`src/logic/io_cfg.svh`:
```
/*
 * Offsets, field positions, reset values and codes of the configurable I/O control logic.
 * Assumes it is included by bare name from the design modules.
 */
`ifndef IO_CFG_SVH
`define IO_CFG_SVH

// Pointer byte mode nibbles.
`define PTR_MODE_CTRL 4'h0
`define PTR_MODE_DAC 4'h1

// Control register selects (pointer low nibble).
`define REG_GEN_CTRL 4'h3
`define REG_ADC_MAP 4'h4
`define REG_DAC_MAP 4'h5
`define REG_PULLDOWN_MAP 4'h6
`define REG_LOAD_MODE 4'h7
`define REG_GPO_MAP 4'h8
`define REG_GPO_DATA 4'h9
`define REG_GPI_MAP 4'hA
`define REG_OPEN_DRAIN 4'hC
`define REG_TRISTATE 4'hD

// General-purpose control field positions.
`define GPC_PRECHARGE 9
`define GPC_BUF_EN 8
`define GPC_LOCK 7
`define GPC_BROADCAST 6
`define GPC_ADC_RANGE 5
`define GPC_DAC_RANGE 4
`define GPC_LO 4
`define GPC_HI 9

// Reset values.
`define RST_GEN_CTRL 6'h00
`define RST_MAP 8'h00
`define RST_PULLDOWN 8'hFF
`define RST_LOAD_MODE 2'h0

// Load-mode codes.
`define LOAD_DIRECT 2'h0
`define LOAD_HOLD 2'h1
`define LOAD_ALL 2'h2

`endif

```
`src/logic/io_pkg.sv`:
```
/*
 * Types shared by the configurable I/O control logic.
 * Assumes io_cfg.svh sits beside it.
 */
package io_pkg;
	typedef enum logic [1:0] {
		RX_IDLE,
		RX_SHIFT,
		RX_ACK
	} rx_state_e;

	typedef enum logic [1:0] {
		PH_POINTER,
		PH_MSB,
		PH_LSB
	} byte_phase_e;
endpackage : io_pkg

```
`src/logic/io_config_and_dac_write_ctrl.sv`:
```
/*
 * Control registers, pin function resolution and DAC input/active registers of an
 * eight-channel configurable analog/digital I/O device, written over the two-wire bus.
 * Assumes the ADC sequencer reports conversions on the same clock and that analog and pad
 * cells act on the per-pin enables driven here.
 */
// Function
// Host writes zeros to unused general control bits 15..10 and 3..0.
// Precharge set powers the enabled ADC buffer only during conversions.
// ADC buffer stays disabled while enable bit is zero, its reset value.
// Lock bit set discards writes to pin configuration registers.
// Broadcast bit makes DAC writes load every DAC-configured pin.
// ADC range bit selects one or two reference spans.
// DAC range bit selects one or two reference spans.
// Pointer upper nibble zero selects control register by low nibble.
// After reset every pin is pulled down with no function.
// Data bit n of a pin map register assigns that function to pin n.
// Pin set in several function maps takes the latest written function.
// DAC and ADC may share a pin; DAC drives, ADC samples.
// Pin set as input and output acts as output; input reads pad.
// Host reconfigures only when idle and unlocked.
// Output pins choose push-pull or open-drain; pins may be three-stated.
// DAC write pointer stores two data bytes into selected DAC input register.
// Input-to-active DAC transfer obeys the load-mode setting.
// Low nibble codes 4,5,6,8,10,12,13 select the pin maps.
// Load mode 00 direct, 01 hold, 10 load all then 01, 11 reserved.
// Locked configuration writes are acknowledged but do not update.
`timescale 1ns/1ps
`include "io_cfg.svh"

module io_config_and_dac_write_ctrl #(
	parameter int PINS = 8,
	parameter int DAC_BITS = 12,
	parameter logic [6:0] SLAVE_ADDR = 7'h10
) (
	input wire logic clk,
	input wire logic nrst,
	input wire logic scl_in,
	input wire logic sda_in,
	output logic sda_out,
	output logic sda_oe,
	input wire logic conversion_active,
	input wire logic [PINS-1:0] io_pin_n_in,
	output logic [PINS-1:0] io_pin_n_out,
	output logic [PINS-1:0] io_pin_n_oe,
	output logic [PINS-1:0] pulldown_en,
	output logic [PINS-1:0] dac_drive_en,
	output logic [PINS-1:0] adc_sample_en,
	output logic [PINS-1:0] gpio_in_state,
	output logic [PINS-1:0][DAC_BITS-1:0] dac_active,
	output logic adc_buf_power,
	output logic adc_range_2x,
	output logic dac_range_2x
);
	logic frame_start;
	logic byte_valid;
	logic [7:0] byte_data;
	io_pkg::byte_phase_e phase;
	logic [7:0] pointer;
	logic [7:0] msb;
	logic write_done;
	logic [`GPC_HI:`GPC_LO] gen_ctrl;
	logic [PINS-1:0] adc_map;
	logic [PINS-1:0] dac_map;
	logic [PINS-1:0] pulldown_map;
	logic [PINS-1:0] gpo_map;
	logic [PINS-1:0] gpi_map;
	logic [PINS-1:0] gpo_data;
	logic [PINS-1:0] open_drain_map;
	logic [PINS-1:0] tristate_map;
	logic [1:0] load_mode;
	logic [PINS-1:0][DAC_BITS-1:0] dac_input;
	logic [PINS-1:0] pad_sync1;
	logic [PINS-1:0] pad_sync2;
	logic ctrl_write;
	logic dac_write;
	logic map_write;
	logic [3:0] reg_sel;
	logic [PINS-1:0] wdata;
	logic [DAC_BITS-1:0] dac_wdata;
	logic [PINS-1:0] dac_targets;

	i2c_byte_rx #(
		.SLAVE_ADDR(SLAVE_ADDR)
	) u_rx (
		.clk(clk),
		.nrst(nrst),
		.scl_in(scl_in),
		.sda_in(sda_in),
		.sda_out(sda_out),
		.sda_oe(sda_oe),
		.frame_start(frame_start),
		.byte_valid(byte_valid),
		.byte_data(byte_data)
	);

	////////////////////////////////////////////////////////////////////////////////
	// Frame assembly: pointer, then MSB, then LSB; the LSB commits the write.
	always_ff @(posedge clk or negedge nrst) begin
		if (!nrst) begin
			phase <= io_pkg::PH_POINTER;
			pointer <= 8'h00;
			msb <= 8'h00;
		end else if (frame_start) begin
			phase <= io_pkg::PH_POINTER;
		end else if (byte_valid) begin
			unique case (phase)
				io_pkg::PH_POINTER: begin
					pointer <= byte_data;
					phase <= io_pkg::PH_MSB;
				end
				io_pkg::PH_MSB: begin
					msb <= byte_data;
					phase <= io_pkg::PH_LSB;
				end
				io_pkg::PH_LSB: begin
					phase <= io_pkg::PH_POINTER;
				end
			endcase
		end
	end

	assign write_done = byte_valid && !frame_start && phase == io_pkg::PH_LSB;
	assign reg_sel = pointer[3:0];
	assign ctrl_write = write_done && pointer[7:4] == `PTR_MODE_CTRL;
	assign dac_write = write_done && pointer[7:4] == `PTR_MODE_DAC;
	assign wdata = byte_data[PINS-1:0];
	assign dac_wdata = {msb[3:0], byte_data};
	// Pin map selects; a set lock swallows the whole write.
	assign map_write = ctrl_write && !gen_ctrl[`GPC_LOCK] &&
		(reg_sel == `REG_ADC_MAP || reg_sel == `REG_DAC_MAP ||
		reg_sel == `REG_PULLDOWN_MAP || reg_sel == `REG_GPO_MAP ||
		reg_sel == `REG_GPI_MAP || reg_sel == `REG_OPEN_DRAIN ||
		reg_sel == `REG_TRISTATE);

	////////////////////////////////////////////////////////////////////////////////
	// General-purpose control. Only bits 9..4 are stored, so host padding never matters.
	always_ff @(posedge clk or negedge nrst) begin
		if (!nrst) begin
			gen_ctrl <= `RST_GEN_CTRL;
		end else if (ctrl_write && reg_sel == `REG_GEN_CTRL) begin
			gen_ctrl <= {msb[`GPC_PRECHARGE-8], msb[`GPC_BUF_EN-8], byte_data[7:4]};
		end
	end

	assign adc_buf_power = gen_ctrl[`GPC_BUF_EN] &&
		(!gen_ctrl[`GPC_PRECHARGE] || conversion_active);
	assign adc_range_2x = gen_ctrl[`GPC_ADC_RANGE];
	assign dac_range_2x = gen_ctrl[`GPC_DAC_RANGE];

	////////////////////////////////////////////////////////////////////////////////
	// Pin maps. A write claims its set pins and strips them from every map that cannot
	// coexist, so the latest writer owns the pin. ADC/DAC and input/output may share.
	always_ff @(posedge clk or negedge nrst) begin
		if (!nrst) begin
			adc_map <= `RST_MAP;
			dac_map <= `RST_MAP;
			pulldown_map <= `RST_PULLDOWN;
			gpo_map <= `RST_MAP;
			gpi_map <= `RST_MAP;
			open_drain_map <= `RST_MAP;
			tristate_map <= `RST_MAP;
		end else if (map_write) begin
			unique case (reg_sel)
				`REG_ADC_MAP: begin
					adc_map <= wdata;
					pulldown_map <= pulldown_map & ~wdata;
					gpo_map <= gpo_map & ~wdata;
					gpi_map <= gpi_map & ~wdata;
					tristate_map <= tristate_map & ~wdata;
				end
				`REG_DAC_MAP: begin
					dac_map <= wdata;
					pulldown_map <= pulldown_map & ~wdata;
					gpo_map <= gpo_map & ~wdata;
					gpi_map <= gpi_map & ~wdata;
					tristate_map <= tristate_map & ~wdata;
				end
				`REG_GPO_MAP, `REG_GPI_MAP: begin
					if (reg_sel == `REG_GPO_MAP) begin
						gpo_map <= wdata;
					end else begin
						gpi_map <= wdata;
					end
					adc_map <= adc_map & ~wdata;
					dac_map <= dac_map & ~wdata;
					pulldown_map <= pulldown_map & ~wdata;
					tristate_map <= tristate_map & ~wdata;
				end
				`REG_PULLDOWN_MAP, `REG_TRISTATE: begin
					if (reg_sel == `REG_PULLDOWN_MAP) begin
						pulldown_map <= wdata;
						tristate_map <= tristate_map & ~wdata;
					end else begin
						tristate_map <= wdata;
						pulldown_map <= pulldown_map & ~wdata;
					end
					adc_map <= adc_map & ~wdata;
					dac_map <= dac_map & ~wdata;
					gpo_map <= gpo_map & ~wdata;
					gpi_map <= gpi_map & ~wdata;
				end
				`REG_OPEN_DRAIN: begin
					open_drain_map <= wdata;
				end
				default: begin
				end
			endcase
		end
	end

	// Output data is not a configuration register, so the lock leaves it writable.
	always_ff @(posedge clk or negedge nrst) begin
		if (!nrst) begin
			gpo_data <= `RST_MAP;
		end else if (ctrl_write && reg_sel == `REG_GPO_DATA) begin
			gpo_data <= wdata;
		end
	end

	////////////////////////////////////////////////////////////////////////////////
	// Pads. Open drain only ever pulls low; an output pin that is also an input reads its
	// own pad level back through the synchroniser.
	assign io_pin_n_out = gpo_data & ~open_drain_map;
	assign io_pin_n_oe = gpo_map & ~tristate_map & (~open_drain_map | ~gpo_data);
	assign pulldown_en = pulldown_map;
	assign dac_drive_en = dac_map;
	assign adc_sample_en = adc_map;

	always_ff @(posedge clk or negedge nrst) begin
		if (!nrst) begin
			pad_sync1 <= `RST_MAP;
			pad_sync2 <= `RST_MAP;
			gpio_in_state <= `RST_MAP;
		end else begin
			pad_sync1 <= io_pin_n_in;
			pad_sync2 <= pad_sync1;
			gpio_in_state <= pad_sync2 & gpi_map;
		end
	end

	////////////////////////////////////////////////////////////////////////////////
	// DAC input and active registers under the load mode.
	assign dac_targets = gen_ctrl[`GPC_BROADCAST] ? dac_map :
		PINS'(1) << pointer[2:0];

	always_ff @(posedge clk or negedge nrst) begin
		if (!nrst) begin
			load_mode <= `RST_LOAD_MODE;
		end else if (ctrl_write && reg_sel == `REG_LOAD_MODE) begin
			load_mode <= byte_data[1:0];
		end else if (load_mode == `LOAD_ALL) begin
			load_mode <= `LOAD_HOLD;
		end
	end

	always_ff @(posedge clk or negedge nrst) begin
		if (!nrst) begin
			dac_input <= '0;
			dac_active <= '0;
		end else begin
			for (int i = 0; i < PINS; i++) begin
				if (dac_write && dac_targets[i]) begin
					dac_input[i] <= dac_wdata;
					if (load_mode == `LOAD_DIRECT) begin
						dac_active[i] <= dac_wdata;
					end
				end else if (load_mode == `LOAD_ALL) begin
					dac_active[i] <= dac_input[i];
				end
			end
		end
	end
endmodule : io_config_and_dac_write_ctrl

```
`src/logic/i2c_byte_rx.sv`:
```
/*
 * Two-wire serial write receiver: start/stop detection, address match, byte shift and
 * acknowledge. Assumes clk oversamples SCL by a wide margin; SDA is open drain.
 */
`timescale 1ns/1ps
`include "io_cfg.svh"

module i2c_byte_rx #(
	parameter logic [6:0] SLAVE_ADDR = 7'h10
) (
	input wire logic clk,
	input wire logic nrst,
	input wire logic scl_in,
	input wire logic sda_in,
	output logic sda_out,
	output logic sda_oe,
	output logic frame_start,
	output logic byte_valid,
	output logic [7:0] byte_data
);
	logic [1:0] scl_sync;
	logic [1:0] sda_sync;
	logic scl_q;
	logic sda_q;
	io_pkg::rx_state_e state;
	logic [3:0] bit_cnt;
	logic [7:0] shift;
	logic is_addr;
	logic scl_rise;
	logic scl_fall;
	logic start_cond;
	logic stop_cond;

	////////////////////////////////////////////////////////////////////////////////
	// Pin synchronisers and edge detection on the second stage only.
	always_ff @(posedge clk or negedge nrst) begin
		if (!nrst) begin
			scl_sync <= 2'h3;
			sda_sync <= 2'h3;
			scl_q <= 1'b1;
			sda_q <= 1'b1;
		end else begin
			scl_sync <= {scl_sync[0], scl_in};
			sda_sync <= {sda_sync[0], sda_in};
			scl_q <= scl_sync[1];
			sda_q <= sda_sync[1];
		end
	end

	assign scl_rise = scl_sync[1] && !scl_q;
	assign scl_fall = !scl_sync[1] && scl_q;
	assign start_cond = scl_sync[1] && scl_q && sda_q && !sda_sync[1];
	assign stop_cond = scl_sync[1] && scl_q && !sda_q && sda_sync[1];
	assign sda_out = 1'b0;

	////////////////////////////////////////////////////////////////////////////////
	// Byte engine. Every byte of a selected write is acknowledged, locked or not.
	always_ff @(posedge clk or negedge nrst) begin
		if (!nrst) begin
			state <= io_pkg::RX_IDLE;
			bit_cnt <= 4'h0;
			shift <= 8'h00;
			is_addr <= 1'b0;
			sda_oe <= 1'b0;
			frame_start <= 1'b0;
			byte_valid <= 1'b0;
			byte_data <= 8'h00;
		end else begin
			frame_start <= 1'b0;
			byte_valid <= 1'b0;
			if (start_cond) begin
				state <= io_pkg::RX_SHIFT;
				bit_cnt <= 4'h0;
				is_addr <= 1'b1;
				sda_oe <= 1'b0;
			end else if (stop_cond) begin
				state <= io_pkg::RX_IDLE;
				sda_oe <= 1'b0;
			end else begin
				unique case (state)
					io_pkg::RX_IDLE: begin
					end
					io_pkg::RX_SHIFT: begin
						if (scl_rise && bit_cnt != 4'h8) begin
							shift <= {shift[6:0], sda_sync[1]};
							bit_cnt <= bit_cnt + 4'h1;
						end else if (scl_fall && bit_cnt == 4'h8) begin
							if (is_addr) begin
								// Reads are not served here, so a read address is not taken.
								if (shift[7:1] == SLAVE_ADDR && !shift[0]) begin
									state <= io_pkg::RX_ACK;
									sda_oe <= 1'b1;
									frame_start <= 1'b1;
								end else begin
									state <= io_pkg::RX_IDLE;
								end
							end else begin
								state <= io_pkg::RX_ACK;
								sda_oe <= 1'b1;
								byte_valid <= 1'b1;
								byte_data <= shift;
							end
						end
					end
					io_pkg::RX_ACK: begin
						if (scl_fall) begin
							state <= io_pkg::RX_SHIFT;
							sda_oe <= 1'b0;
							bit_cnt <= 4'h0;
							is_addr <= 1'b0;
						end
					end
				endcase
			end
		end
	end
endmodule : i2c_byte_rx

```
`config.mk`:
```
export PLATFORM = sky130hd
export DESIGN_NAME = io_config_and_dac_write_ctrl
export DESIGN_NICKNAME = d
export VERILOG_FILES = /design/src/logic/io_pkg.sv /design/src/logic/io_config_and_dac_write_ctrl.sv /design/src/logic/i2c_byte_rx.sv
export VERILOG_INCLUDE_DIRS = /design/src /design/src/logic
export SDC_FILE = /design/constraint.sdc
export NUM_CORES = 1
export LEC_CHECK = 0
export BUFFER_PORTS_ARGS = -buffer_cell sky130_fd_sc_hd__buf_2
export CORE_MARGIN = 2
export CORE_UTILIZATION = 64
export CTS_BUF_LIST = sky130_fd_sc_hd__clkbuf_16
export DETAILED_ROUTE_END_ITERATION = 8
export PLACE_DENSITY = 0.85
export SLEW_MARGIN = 20
export SYNTH_ARGS = -nofsm -noshare
export SYNTH_HDL_FRONTEND = slang
export SYNTH_SLANG_ARGS = --single-unit
```
`constraint.sdc`:
```
create_clock -name clk -period 4.9 [get_ports clk]
set_input_delay 0.49 -clock clk [delete_from_list [all_inputs] [get_ports clk]]
set_output_delay 0.49 -clock clk [all_outputs]
set_load 0.02 [all_outputs]
```
# Yosys cells after proc, flatten, opt, wreduce, memory -nomap -nowiden
# Index checks and enable logic that the tools add are counted.
[classes] n_addsub=1 multipliers=0 div_mod_pow=0 n_lt_le_gt_ge=0 eq_ne=36 shifts=1 muxes=70 bitwise=20 n_reduce_logical=91
[ops] op="12-bit 2-to-1 mux" count=17
[ops] op="8-bit case mux with 2 select lines" count=6
[ops] op="8-bit AND" count=10
[ops] op="8-bit 2-to-1 mux" count=5
[ops] op="8-bit inverter" count=4
[ops] op="2-bit nonzero test" count=16
[ops] op="1-bit logical AND" count=28
[ops] op="4-bit equality test (second input constant)" count=6
[ops] op="2-bit AND reduction" count=12
[ops] op="1-bit 2-to-1 mux" count=23
[ops] op="2-bit 2-to-1 mux" count=11
[ops] op="2-bit inequality test (second input constant)" count=9
[ops] op="4-bit by 3-bit equality test with 1-bit output (second input constant)" count=4
[ops] op="4-bit 2-to-1 mux" count=4
[ops] op="3-bit AND reduction" count=5
[ops] op="4-bit AND reduction" count=3
[ops] op="4-bit OR reduction" count=3
[ops] op="1-bit zero test" count=8
[ops] op="4-bit by 1-bit inequality test with 1-bit output (second input constant)" count=2
[ops] op="8-bit bitwise OR" count=1
[ops] op="4-bit case mux with 2 select lines" count=1
[ops] op="1-bit by 3-bit left shift with 8-bit output (first input constant)" count=1
[ops] op="7-bit by 5-bit equality test with 1-bit output (second input constant)" count=1
[ops] op="1-bit logical OR" count=7
[ops] op="21 further kinds" count=32
[word_totals] register_bits=334 latch_bits=0 mem_bits_rw=0 romBits=0 in_bits=13 output_inout_bits=149 elab_cells=263 n_memories=0

# Logic depth before layout (Yosys ltp)
# Gate-level depths: netlist of run 1.
[depth] ltp_word=9 ltp_mapped=10 mapped_depth_nobuf=7

# Modules after synthesis
# A second synthesis of run 1 with hierarchy kept.
[hier_totals] cells_unflattened=1729 area_unflattened_um2=17068.9
[modules_own_cells] mod="io_config_and_dac_write_ctrl" n_inst=1 cells_each=1612 area_each_um2=15635.0 seq_area_each_um2=7567.3
[modules_own_cells] mod="i2c_byte_rx" n_inst=1 cells_each=117 area_each_um2=1433.9 seq_area_each_um2=808.3

# Worst setup path after synthesis of run 1
# Ideal clock, no wire load.
[synth_path] path_type="register to register" start="reg phase[0]" end="reg dac_active[10] in the netlist's numbering" setup_time_ns=0.128 t_arrival_ns=1.966 t_required_ns=4.772 setup_slack_ns=2.806 stages_incl_launch_ff=10 n_path_buf=3 period_less_slack_ns=2.094 cell_sequence="dfrtp_1 inv_1 ha_1 nand4bb_1 buf_4 a211o_1 buf_2 buf_6 a211oi_1 nor3_1"
[synth_between] elab_chain_len=6 word_cells_on_any_way=8 classes_between="eq/ne (2); mux (1); reduce/logical (5)"
[synth_lines] item="start: declaration" line_no="io_config_and_dac_write_ctrl.sv:58" rtl="io_pkg::byte_phase_e phase;"
[synth_lines] item="start signal: assignment" line_no="io_config_and_dac_write_ctrl.sv:101" rtl="phase <= io_pkg::PH_POINTER;"
[synth_lines] item="start signal: assignment" line_no="io_config_and_dac_write_ctrl.sv:105" rtl="phase <= io_pkg::PH_POINTER;"
[synth_lines] item="start signal: assignment" line_no="io_config_and_dac_write_ctrl.sv:110" rtl="phase <= io_pkg::PH_MSB;"
[synth_lines] item="2-bit equality test (*)" line_no="io_config_and_dac_write_ctrl.sv:123" rtl="assign write_done = byte_valid && !frame_start && phase == io_pkg::PH_LSB;"
[synth_lines] item="1-bit logical AND (*)" line_no="io_config_and_dac_write_ctrl.sv:123"
[synth_lines] item="1-bit logical AND (no line) (*)"
[synth_lines] item="1-bit logical AND (*)" line_no="io_config_and_dac_write_ctrl.sv:263" rtl="if (dac_write && dac_targets[i]) begin"
[synth_lines] item="2-bit by 1-bit inequality test with 1-bit output (no line) or 2-bit nonzero test (tied branches)"
[synth_lines] item="2-bit AND reduction (no line)"
[synth_lines] item="end signal: indexed assignment" line_no="io_config_and_dac_write_ctrl.sv:266" rtl="dac_active[i] <= dac_wdata;"
[synth_lines] item="end signal: indexed assignment" line_no="io_config_and_dac_write_ctrl.sv:269" rtl="dac_active[i] <= dac_input[i];"
[synth_lines] item="end: declaration" line_no="io_config_and_dac_write_ctrl.sv:50" rtl="output logic [PINS-1:0][DAC_BITS-1:0] dac_active,"
# Mark *: on every way between the ends. The rest lies on a longest branch, timed or not.
# A chain may end at the register's enable or synchronous reset.

# Final worst setup path of run 1
[layout_path] start="reg phase[0]" end="reg dac_active[92] in the netlist's numbering"
[layout_between] elab_chain_len=6 word_cells_on_any_way=8 classes_between="eq/ne (2); mux (1); reduce/logical (5)"
[layout_lines] item="2-bit equality test (*)" line_no="io_config_and_dac_write_ctrl.sv:123"
[layout_lines] item="1-bit logical AND (*)" line_no="io_config_and_dac_write_ctrl.sv:123"
[layout_lines] item="1-bit logical AND (no line) (*)"
[layout_lines] item="1-bit logical AND (*)" line_no="io_config_and_dac_write_ctrl.sv:263"
[layout_lines] item="2-bit inequality test (no line) or 2-bit nonzero test (tied branches)"
[layout_lines] item="2-bit AND reduction (no line)"
# Marked as above.

==> metrics.md, run 1 <==
| Metric | Value |
|---|---|
| Vias per Instance | `6.36` |
| Clock Latency Late Sink | `approximately 0.52 ns` |
| Post-synth EDFFs | `0` |
| DRC | `0` |
| Top post-synthesis cells by count | `dfrtp_1 (320), nand2_1 (203), nor2_1 (180)` |
| Crit-path slowest cell | `nand4bb_1` |
| #FFs+latches synth | `334` |
| Number of port buffers | `160` |
| Ys flop type | `dfrtp_1` |
| Biggest regs | `dac_active (96), dac_input (96)` |
| Required time worst endpoint | `5.30 ns` |
| Final-report max-slew violation count | `0` |
| Final cell count without fillers | `2145` |
| Avg Inst Size Synth | `9.42 um^2` |
| Worst-path clk slew | `0.06 ns` |
| Detailed placement HPWL | `around 26000 um` |
| Yosys Warn Count | `0` |
| Crit path cell chain | `inv_1 -> ha_1 -> nand4bb_1 -> a211o_1 -> buf_4 -> nand2b_1 -> o22ai_1 -> a221oi_1` |
| Antenna Nets Post-Route | `0` |
| Slowest cell delay on critical path | `0.84 ns` |
| Vias in the first global route | `around 13000` |
| Top-Level Pins | `roughly 160` |
| Root Buffer | `clkbuf_16` |
| Synth area leaders | `dfrtp_1 (49%), o21ai_0 (4.8%), nand2_1 (4.7%)` |
| TritonRoute pass-1 iters | `5` |
| Status | `completed` |
| Slew @ Worst Pin | `around 1.2 ns` |
| Ys async rst share | `100%` |
| CTS buffer count | `35` |
| First-pass GRT wire length | `68600 um` |
| 1st-iter DRT viols | `roughly 1700` |
| Post-Route WL | `approximately 43000 um` |
| Area growth syn-to-layout | `10.2%` |
| Max VDD drop | `0.374 mV` |
| Grt total ovfl | `0` |
| Row Count | `between 50 and 60` |
| Antenna diodes | `0` |
| Pwr per Cell Area | `343 mW/mm^2` |
| # hold bufs at CTS | `0` |
| Chip height | `~160 um` |
| Gate Count Post-Synth | `between 1500 and 2000` |
| Placed instance count | `2084` |
| Post-route setup TNS | `0 ns` |
| Setup crit end kind | `flip-flop` |
| Leak Pwr | `8.40 nW` |
| CP Class | `reg2reg` |
| Endpoints failing hold | `0` |
| Die width | `163 um` |
| FILL cells | `about 1800` |
| Worst Path Max Fanout | `between 50 and 60` |
| Postcts setup bufs | `0` |
| Seq/Total Area, Yosys | `51.8%` |
| Post-synth net total | `about 1700` |
| Register area | `0.00838 mm^2` |
| GP Congestion | `0.871` |
| Largest net degree at the start of global routing | `117` |
| Core Box Area | `0.0250 mm^2` |
| Area of the multi-input gates | `0.00682 mm^2` |
| Final Cycle Share | `69.7%` |
| Startpoint type of the worst setup path | `flip-flop` |
| Cell taking the most area after synthesis | `dfrtp_1` |
| Routed WL per cell | `between 20 and 25 um` |
| Total power | `6.11 mW` |
| Clk sinks | `334` |
| Vias | `13600` |
| Gr usage total | `32.9%` |
| Die area | `0.0266 mm^2` |
| Layout cells sized above 1 | `between 15 and 20%` |
| Worst Hold Class | `in2async` |
| Mapped Area | `around 0.016 mm^2` |
| Crit path buf inv count | `2` |
| Fmax | `293 MHz` |
| Synth cell types | `60` |
| H-tree depth | `2` |
| Rel. slew slack | `21.6%` |
| Resized Gates After CTS | `0` |
| RSZ-0062 raised after global routing | `no` |
| Most common cell in the netlist | `dfrtp_1` |
| Clock Skews | `0.0102 ns` |
| Worst EP arrival | `3.82 ns` |
| CTS tree | `yes` |
| Longest Clk Path Bufs | `3` |
| Max-cap viol count | `0` |
| Reg2Reg Setup Slack | `1.48 ns` |
| Minimum clock period | `3.42 ns` |
| Synth top area share | `between 40% and 50%` |
| Initial Utilization | `64.8%` |
| Top Family by Delay on Critical Path | `simple AND/OR/NAND/NOR gates` |
| Final nets | `1811` |
| Number of antenna violations at the first check in global routing | `0` |
| Final setup violation count | `0` |
[path summary, 6_finish.rpt]
kind,from,endpoint,cells past startpoint
hold / removal,nrst,dac_input[12]$_DFFE_PN0P_,1
setup / recovery,phase[0]$_DFFE_PN0P_,dac_active[92]$_DFFE_PN0P_,8
setup reg to reg,phase[0]$_DFFE_PN0P_,dac_active[92]$_DFFE_PN0P_,8
min in group clk,sda_in,u_rx.sda_sync[0]$_DFF_PN1_,1
hold reg to reg,pad_sync1[1]$_DFF_PN0_,pad_sync2[1]$_DFF_PN0_,0
max in group asynchronous,nrst,open_drain_map[0]$_DFFE_PN0P_,2
[per-layer routing]
metal | global-route usage [%] | part of all wire [%] | up-vias
met2 | 51.2 | 47 | 673
met5 | 0 | 0 | -
met4 | 13.9 | 4.1 | 0
met1 | 46.0 | 40 | 6676
met3 | 5.70 | 9.2 | 129
li1 | - | - | 6156
[power by group]
group	internal, mW	switching, mW
combinational	0.202	0.508
clock	1.30	1.09
sequential	2.85	0.157
[cells by family (layout without fill, tap and decap cells)]
group	count (synthesis)	after routing	synth area share, %
fa+ha+maj	7	7	0.541
mux	25	25	1.72
xor+xnor	1	1	0.0541
flops	334	334	51.8
simple gates	653	653	19.1
buf+inv	207	305	6.22
compound gates	489	489	20.6
other cells	1	1	0.0232
[placed cells by master (no fill, tap or decap), types with 8 or more instances in the layout]
master and instances:
a211o_1 8, a211oi_1 99, a211oi_2 8, a21oi_1 11
a221oi_1 37, a22o_1 24, and2_1 11, buf_2 159
buf_4 18, clkbuf_16 35, clkinv_1 10, dfrtp_1 318
dfstp_2 14, inv_1 72, mux2_2 20, nand2_1 203
nor2_1 176, nor2b_1 73, nor3_1 118, o211ai_1 10
o21a_1 61, o21ai_0 154, o21ai_1 42, o21bai_1 8
o22ai_1 12, or3_1 24
[layout make-up]
| type | instances | share of cell area [%] |
|---|---|---|
| tap | 330 | 2.32 |
| clock buffer | 35 | 4.91 |
| multi-input combinational | 1176 | 38.2 |
| timing repair buffer | 179 | 5.42 |
| inverter | 65 | 1.37 |
| clock inverter | 26 | 0.709 |
| sequential | 334 | 47.0 |
[per-stage QoR]
stage | setup WS, ns | hold slack [ns] | util, % | area [um^2]
floorplan | 2.81 | 0.194 | - | 16200
global placement | 1.74 | 0.333 | 67.3 | 16800
detailed placement | 1.57 | 0.336 | 67.3 | 16800
CTS | 1.50 | 0.0502 | 71.4 | 17800
global route | 1.19 | 0.0644 | 71.4 | 17800
finish | 1.48 | 0.00808 | 71.4 | 17800
No activity file was read; power rests on OpenSTA's default activity.
==> run 2: changes to the inputs <==
--- a/config.mk
+++ b/config.mk
@@ -8,10 +8,10 @@
 export LEC_CHECK = 0
 export BUFFER_PORTS_ARGS = -buffer_cell sky130_fd_sc_hd__buf_2
 export CORE_MARGIN = 2
-export CORE_UTILIZATION = 64
+export CORE_UTILIZATION = 60
 export CTS_BUF_LIST = sky130_fd_sc_hd__clkbuf_16
 export DETAILED_ROUTE_END_ITERATION = 8
-export PLACE_DENSITY = 0.85
+export PLACE_DENSITY = 0.81
 export SLEW_MARGIN = 20
 export SYNTH_ARGS = -nofsm -noshare
 export SYNTH_HDL_FRONTEND = slang
==> constraint.sdc (replaced) <==
create_clock -name clk -period 3.42 [get_ports clk]
set_input_delay 0.342 -clock clk [delete_from_list [all_inputs] [get_ports clk]]
set_output_delay 0.342 -clock clk [all_outputs]
set_load 0.02 [all_outputs]
==> run 2 against run 1 <==
Critical path depth is 1 lower. Cell area is 1.9% higher. Fmax rose by 27%. Utilization fell by 3.4 points. Global-route usage fell by 1.7 points. Non-clock buffer count rose by 22. Power increased by 49%. Wire length grew 1.6%. Register-to-register slack worse by 0.76 ns. Sequential cell count did not move. Via count decreased by 0.54%. Critical path type unchanged.
==> metrics.md, run 2 (synthesis gave the netlist of run 1 again) <==
| Metric | Value |
|---|---|
| Largest net degree at the start of global routing | `115 (-1.7%)` |
| Clk sinks | `334 (unchanged)` |
| Final nets | `1834 (+1.3%)` |
| FILL cells | `2039 (+11%)` |
| Status | `completed` |
| Pwr per Cell Area | `502 mW/mm^2 (+46%)` |
| Slew @ Worst Pin | `1.09 ns (-0.0784 ns)` |
| Worst-path clk slew | `0.06 ns (about the same)` |
| Die area | `0.0283 mm^2 (+6.5%)` |
| P_int | `6.58 mW (+51%)` |
| Post-route setup TNS | `0 ns (unchanged)` |
| Minimum clock period | `2.70 ns (-0.721 ns)` |
| Required time worst endpoint | `3.87 ns (-1.43 ns)` |
| DRC | `0 (unchanged)` |
| Vias | `13600 (-0.54%)` |
| Routed WL per cell | `20.2 um (about the same)` |
| Final setup violation count | `0 (unchanged)` |
| Setup crit end kind | `flip-flop` |
| Core Box Area | `0.0267 mm^2 (+7.1%)` |
| GP Congestion | `0.861 (-1.2%)` |
| Most frequent cells in the layout | `dfrtp_1 (318), nand2_1 (203), nor2_1 (179)` |
| Antenna Nets Post-Route | `0 (unchanged)` |
| Clk pwr share | `41.0% (+1.8 points)` |
| Final Cycle Share | `78.8% (+9.1 points)` |
| Worst Path Max Fanout | `14 (-75%)` |
| Slowest cell delay on critical path | `0.59 ns (-0.25 ns)` |
| Initial Utilization | `60.5% (-4.3 points)` |
| FF-to-FF End | `adc_sample_en[0]$_DFFE_PN0P_` |
| Number of antenna violations at the first check in global routing | `0 (unchanged)` |
| Longest Clk Path Bufs | `3 (unchanged)` |
| Grt total ovfl | `0 (unchanged)` |
| Crit-path slowest cell | `nor2b_1` |
| Worst EP arrival | `3.14 ns (-0.68 ns)` |
| Layout cells sized above 1 | `16.1% (+0.17 points)` |
| Rel. slew slack | `27.0% (+5.4 points)` |
| Antenna diodes | `0 (unchanged)` |
| First-pass GRT wire length | `69700 um (+1.6%)` |
| TritonRoute pass-1 iters | `6 (+1)` |
| Final-report max-slew violation count | `0 (unchanged)` |
| Sw frac | `27.8% (-0.93 points)` |
| Worst Hold Class | `reg2reg` |
| Leak Pwr | `8.57 nW (+2.0%)` |
| Hold Slack | `0.342 ns (+0.334 ns)` |
| Chip height | `168 um (+3.2%)` |
| Reg2Reg Setup Slack | `0.72 ns (-0.76 ns)` |
| Max VDD drop | `0.424 mV (+13%)` |
| CTS buffer count | `36 (+2.9%)` |
| Register share of total power | `47.1% (-2.0 points)` |
| Top-Level Pins | `162 (unchanged)` |
| Vias in the first global route | `12800 (+0.16%)` |
| Biggest regs | `dac_active (96), dac_input (96)` |
| Max-cap viol count | `0 (unchanged)` |
| Area growth syn-to-layout | `12.3%` |
| Row Count | `60 (+3.4%)` |
| Reg2reg path depth | `7 (-1)` |
| Min-Delay Path Depth | `0` |
| Clock Skews | `0.0113 ns (+0.00113 ns)` |
| Endpoints failing hold | `0 (unchanged)` |
| Clock Latency Late Sink | `0.52 ns (about the same)` |
| Net Switching | `2.54 mW (+44%)` |
| Logic pwr share | `11.8% (+0.2 points)` |
| Commonest non-fill, non-tap cell in the layout | `dfrtp_1` |
| RSZ-0062 raised after global routing | `no` |
| Post-Route WL | `44000 um (+1.6%)` |
| Fmax | `371 MHz (+27%)` |
| Number of port buffers | `160 (unchanged)` |
| Root Buffer | `clkbuf_16` |
| CP endpoint | `adc_sample_en[0]$_DFFE_PN0P_` |
| Crit path depth | `7 (-1)` |
| Gr usage total | `31.2% (-1.7 points)` |
| CP Class | `reg2reg` |
| Postcts setup bufs | `0 (unchanged)` |
| Top Family by Delay on Critical Path | `simple AND/OR/NAND/NOR gates` |
| H-tree depth | `2 (unchanged)` |
| Detailed placement HPWL | `26400 um (+2.2%)` |
| Reg2reg start | `phase[0]$_DFFE_PN0P_` |
| CTS tree | `yes` |
| Die width | `168 um (+3.2%)` |
| Startpoint type of the worst setup path | `flip-flop` |
| CP startpoint | `phase[0]$_DFFE_PN0P_` |
| Crit path buf inv count | `1 (-1)` |
| 1st-iter DRT viols | `1438 (-17%)` |
| Crit path cell chain | `inv_1 -> ha_1 -> nor4b_2 -> and3_1 -> o21ai_1 -> nor2b_1 -> a22o_1` |
| Vias per Instance | `6.22 (-2.1%)` |
-- run 2: how the worst min path moves through the flow --
stage                            from                            to
2_1_floorplan                    nrst  adc_sample_en[0]$_DFFE_PN0P_
3_3_place_gp   pad_sync1[6]$_DFF_PN0_        pad_sync2[6]$_DFF_PN0_
3_5_place_dp   pad_sync1[0]$_DFF_PN0_        pad_sync2[0]$_DFF_PN0_
4_1_cts        pad_sync1[5]$_DFF_PN0_        pad_sync2[5]$_DFF_PN0_
5_1_grt        pad_sync1[7]$_DFF_PN0_        pad_sync2[7]$_DFF_PN0_
6_report       pad_sync1[5]$_DFF_PN0_        pad_sync2[5]$_DFF_PN0_
-- run 2: layout make-up --
type	instances	area (um^2)	share of cell area, %
flip-flops and latches	334	8380	46.1
multi-input cells	1176	6800	37.4
repair buffers	201	1200	6.58
clock buffers	37	926	5.10
well taps	341	427	2.35
inverters	65	244	1.34
clock inverters	26	191	1.05
-- run 2: per-layer routing --
| layer | up-vias | global-route usage [%] | routed length, um |
|---|---|---|---|
| li1 | 6187 | - | - |
| met1 | 6650 | 42.8 | 17900 |
| met2 | 601 | 49.4 | 20500 |
| met3 | 123 | 5.15 | 3710 |
| met4 | 0 | 13.7 | 1890 |
| met5 | - | 0 | 0 |
-- run 2: power groups by stage --
stage	combinational (mW)	clock, mW	sequential (mW)
floorplan	0.655	0	4.23
global placement	1.02	0	4.34
detailed placement	1.04	0	4.35
CTS	1.06	3.77	4.29
global route	1.15	3.92	4.31
finish	1.08	3.74	4.30
-- run 2: through the flow --
stage	setup WS (ns)	power, mW	cell area (um^2)	std cells	utilization (%)
6_report	0.724	9.11	18200	2180	68.0
5_1_grt	0.524	9.38	18200	2180	68.0
4_1_cts	0.778	9.12	18200	2180	68.0
3_5_place_dp	0.829	5.40	16900	2106	63.4
3_3_place_gp	0.884	5.36	16900	2106	63.4
2_1_floorplan	1.33	4.89	16200	1717	-
-- run 2: timing repair --
action / CTS / global route
hold buffers: 11 / 0
resized for setup: 0 / 0
endpoints found under the hold margin: 97 / 0
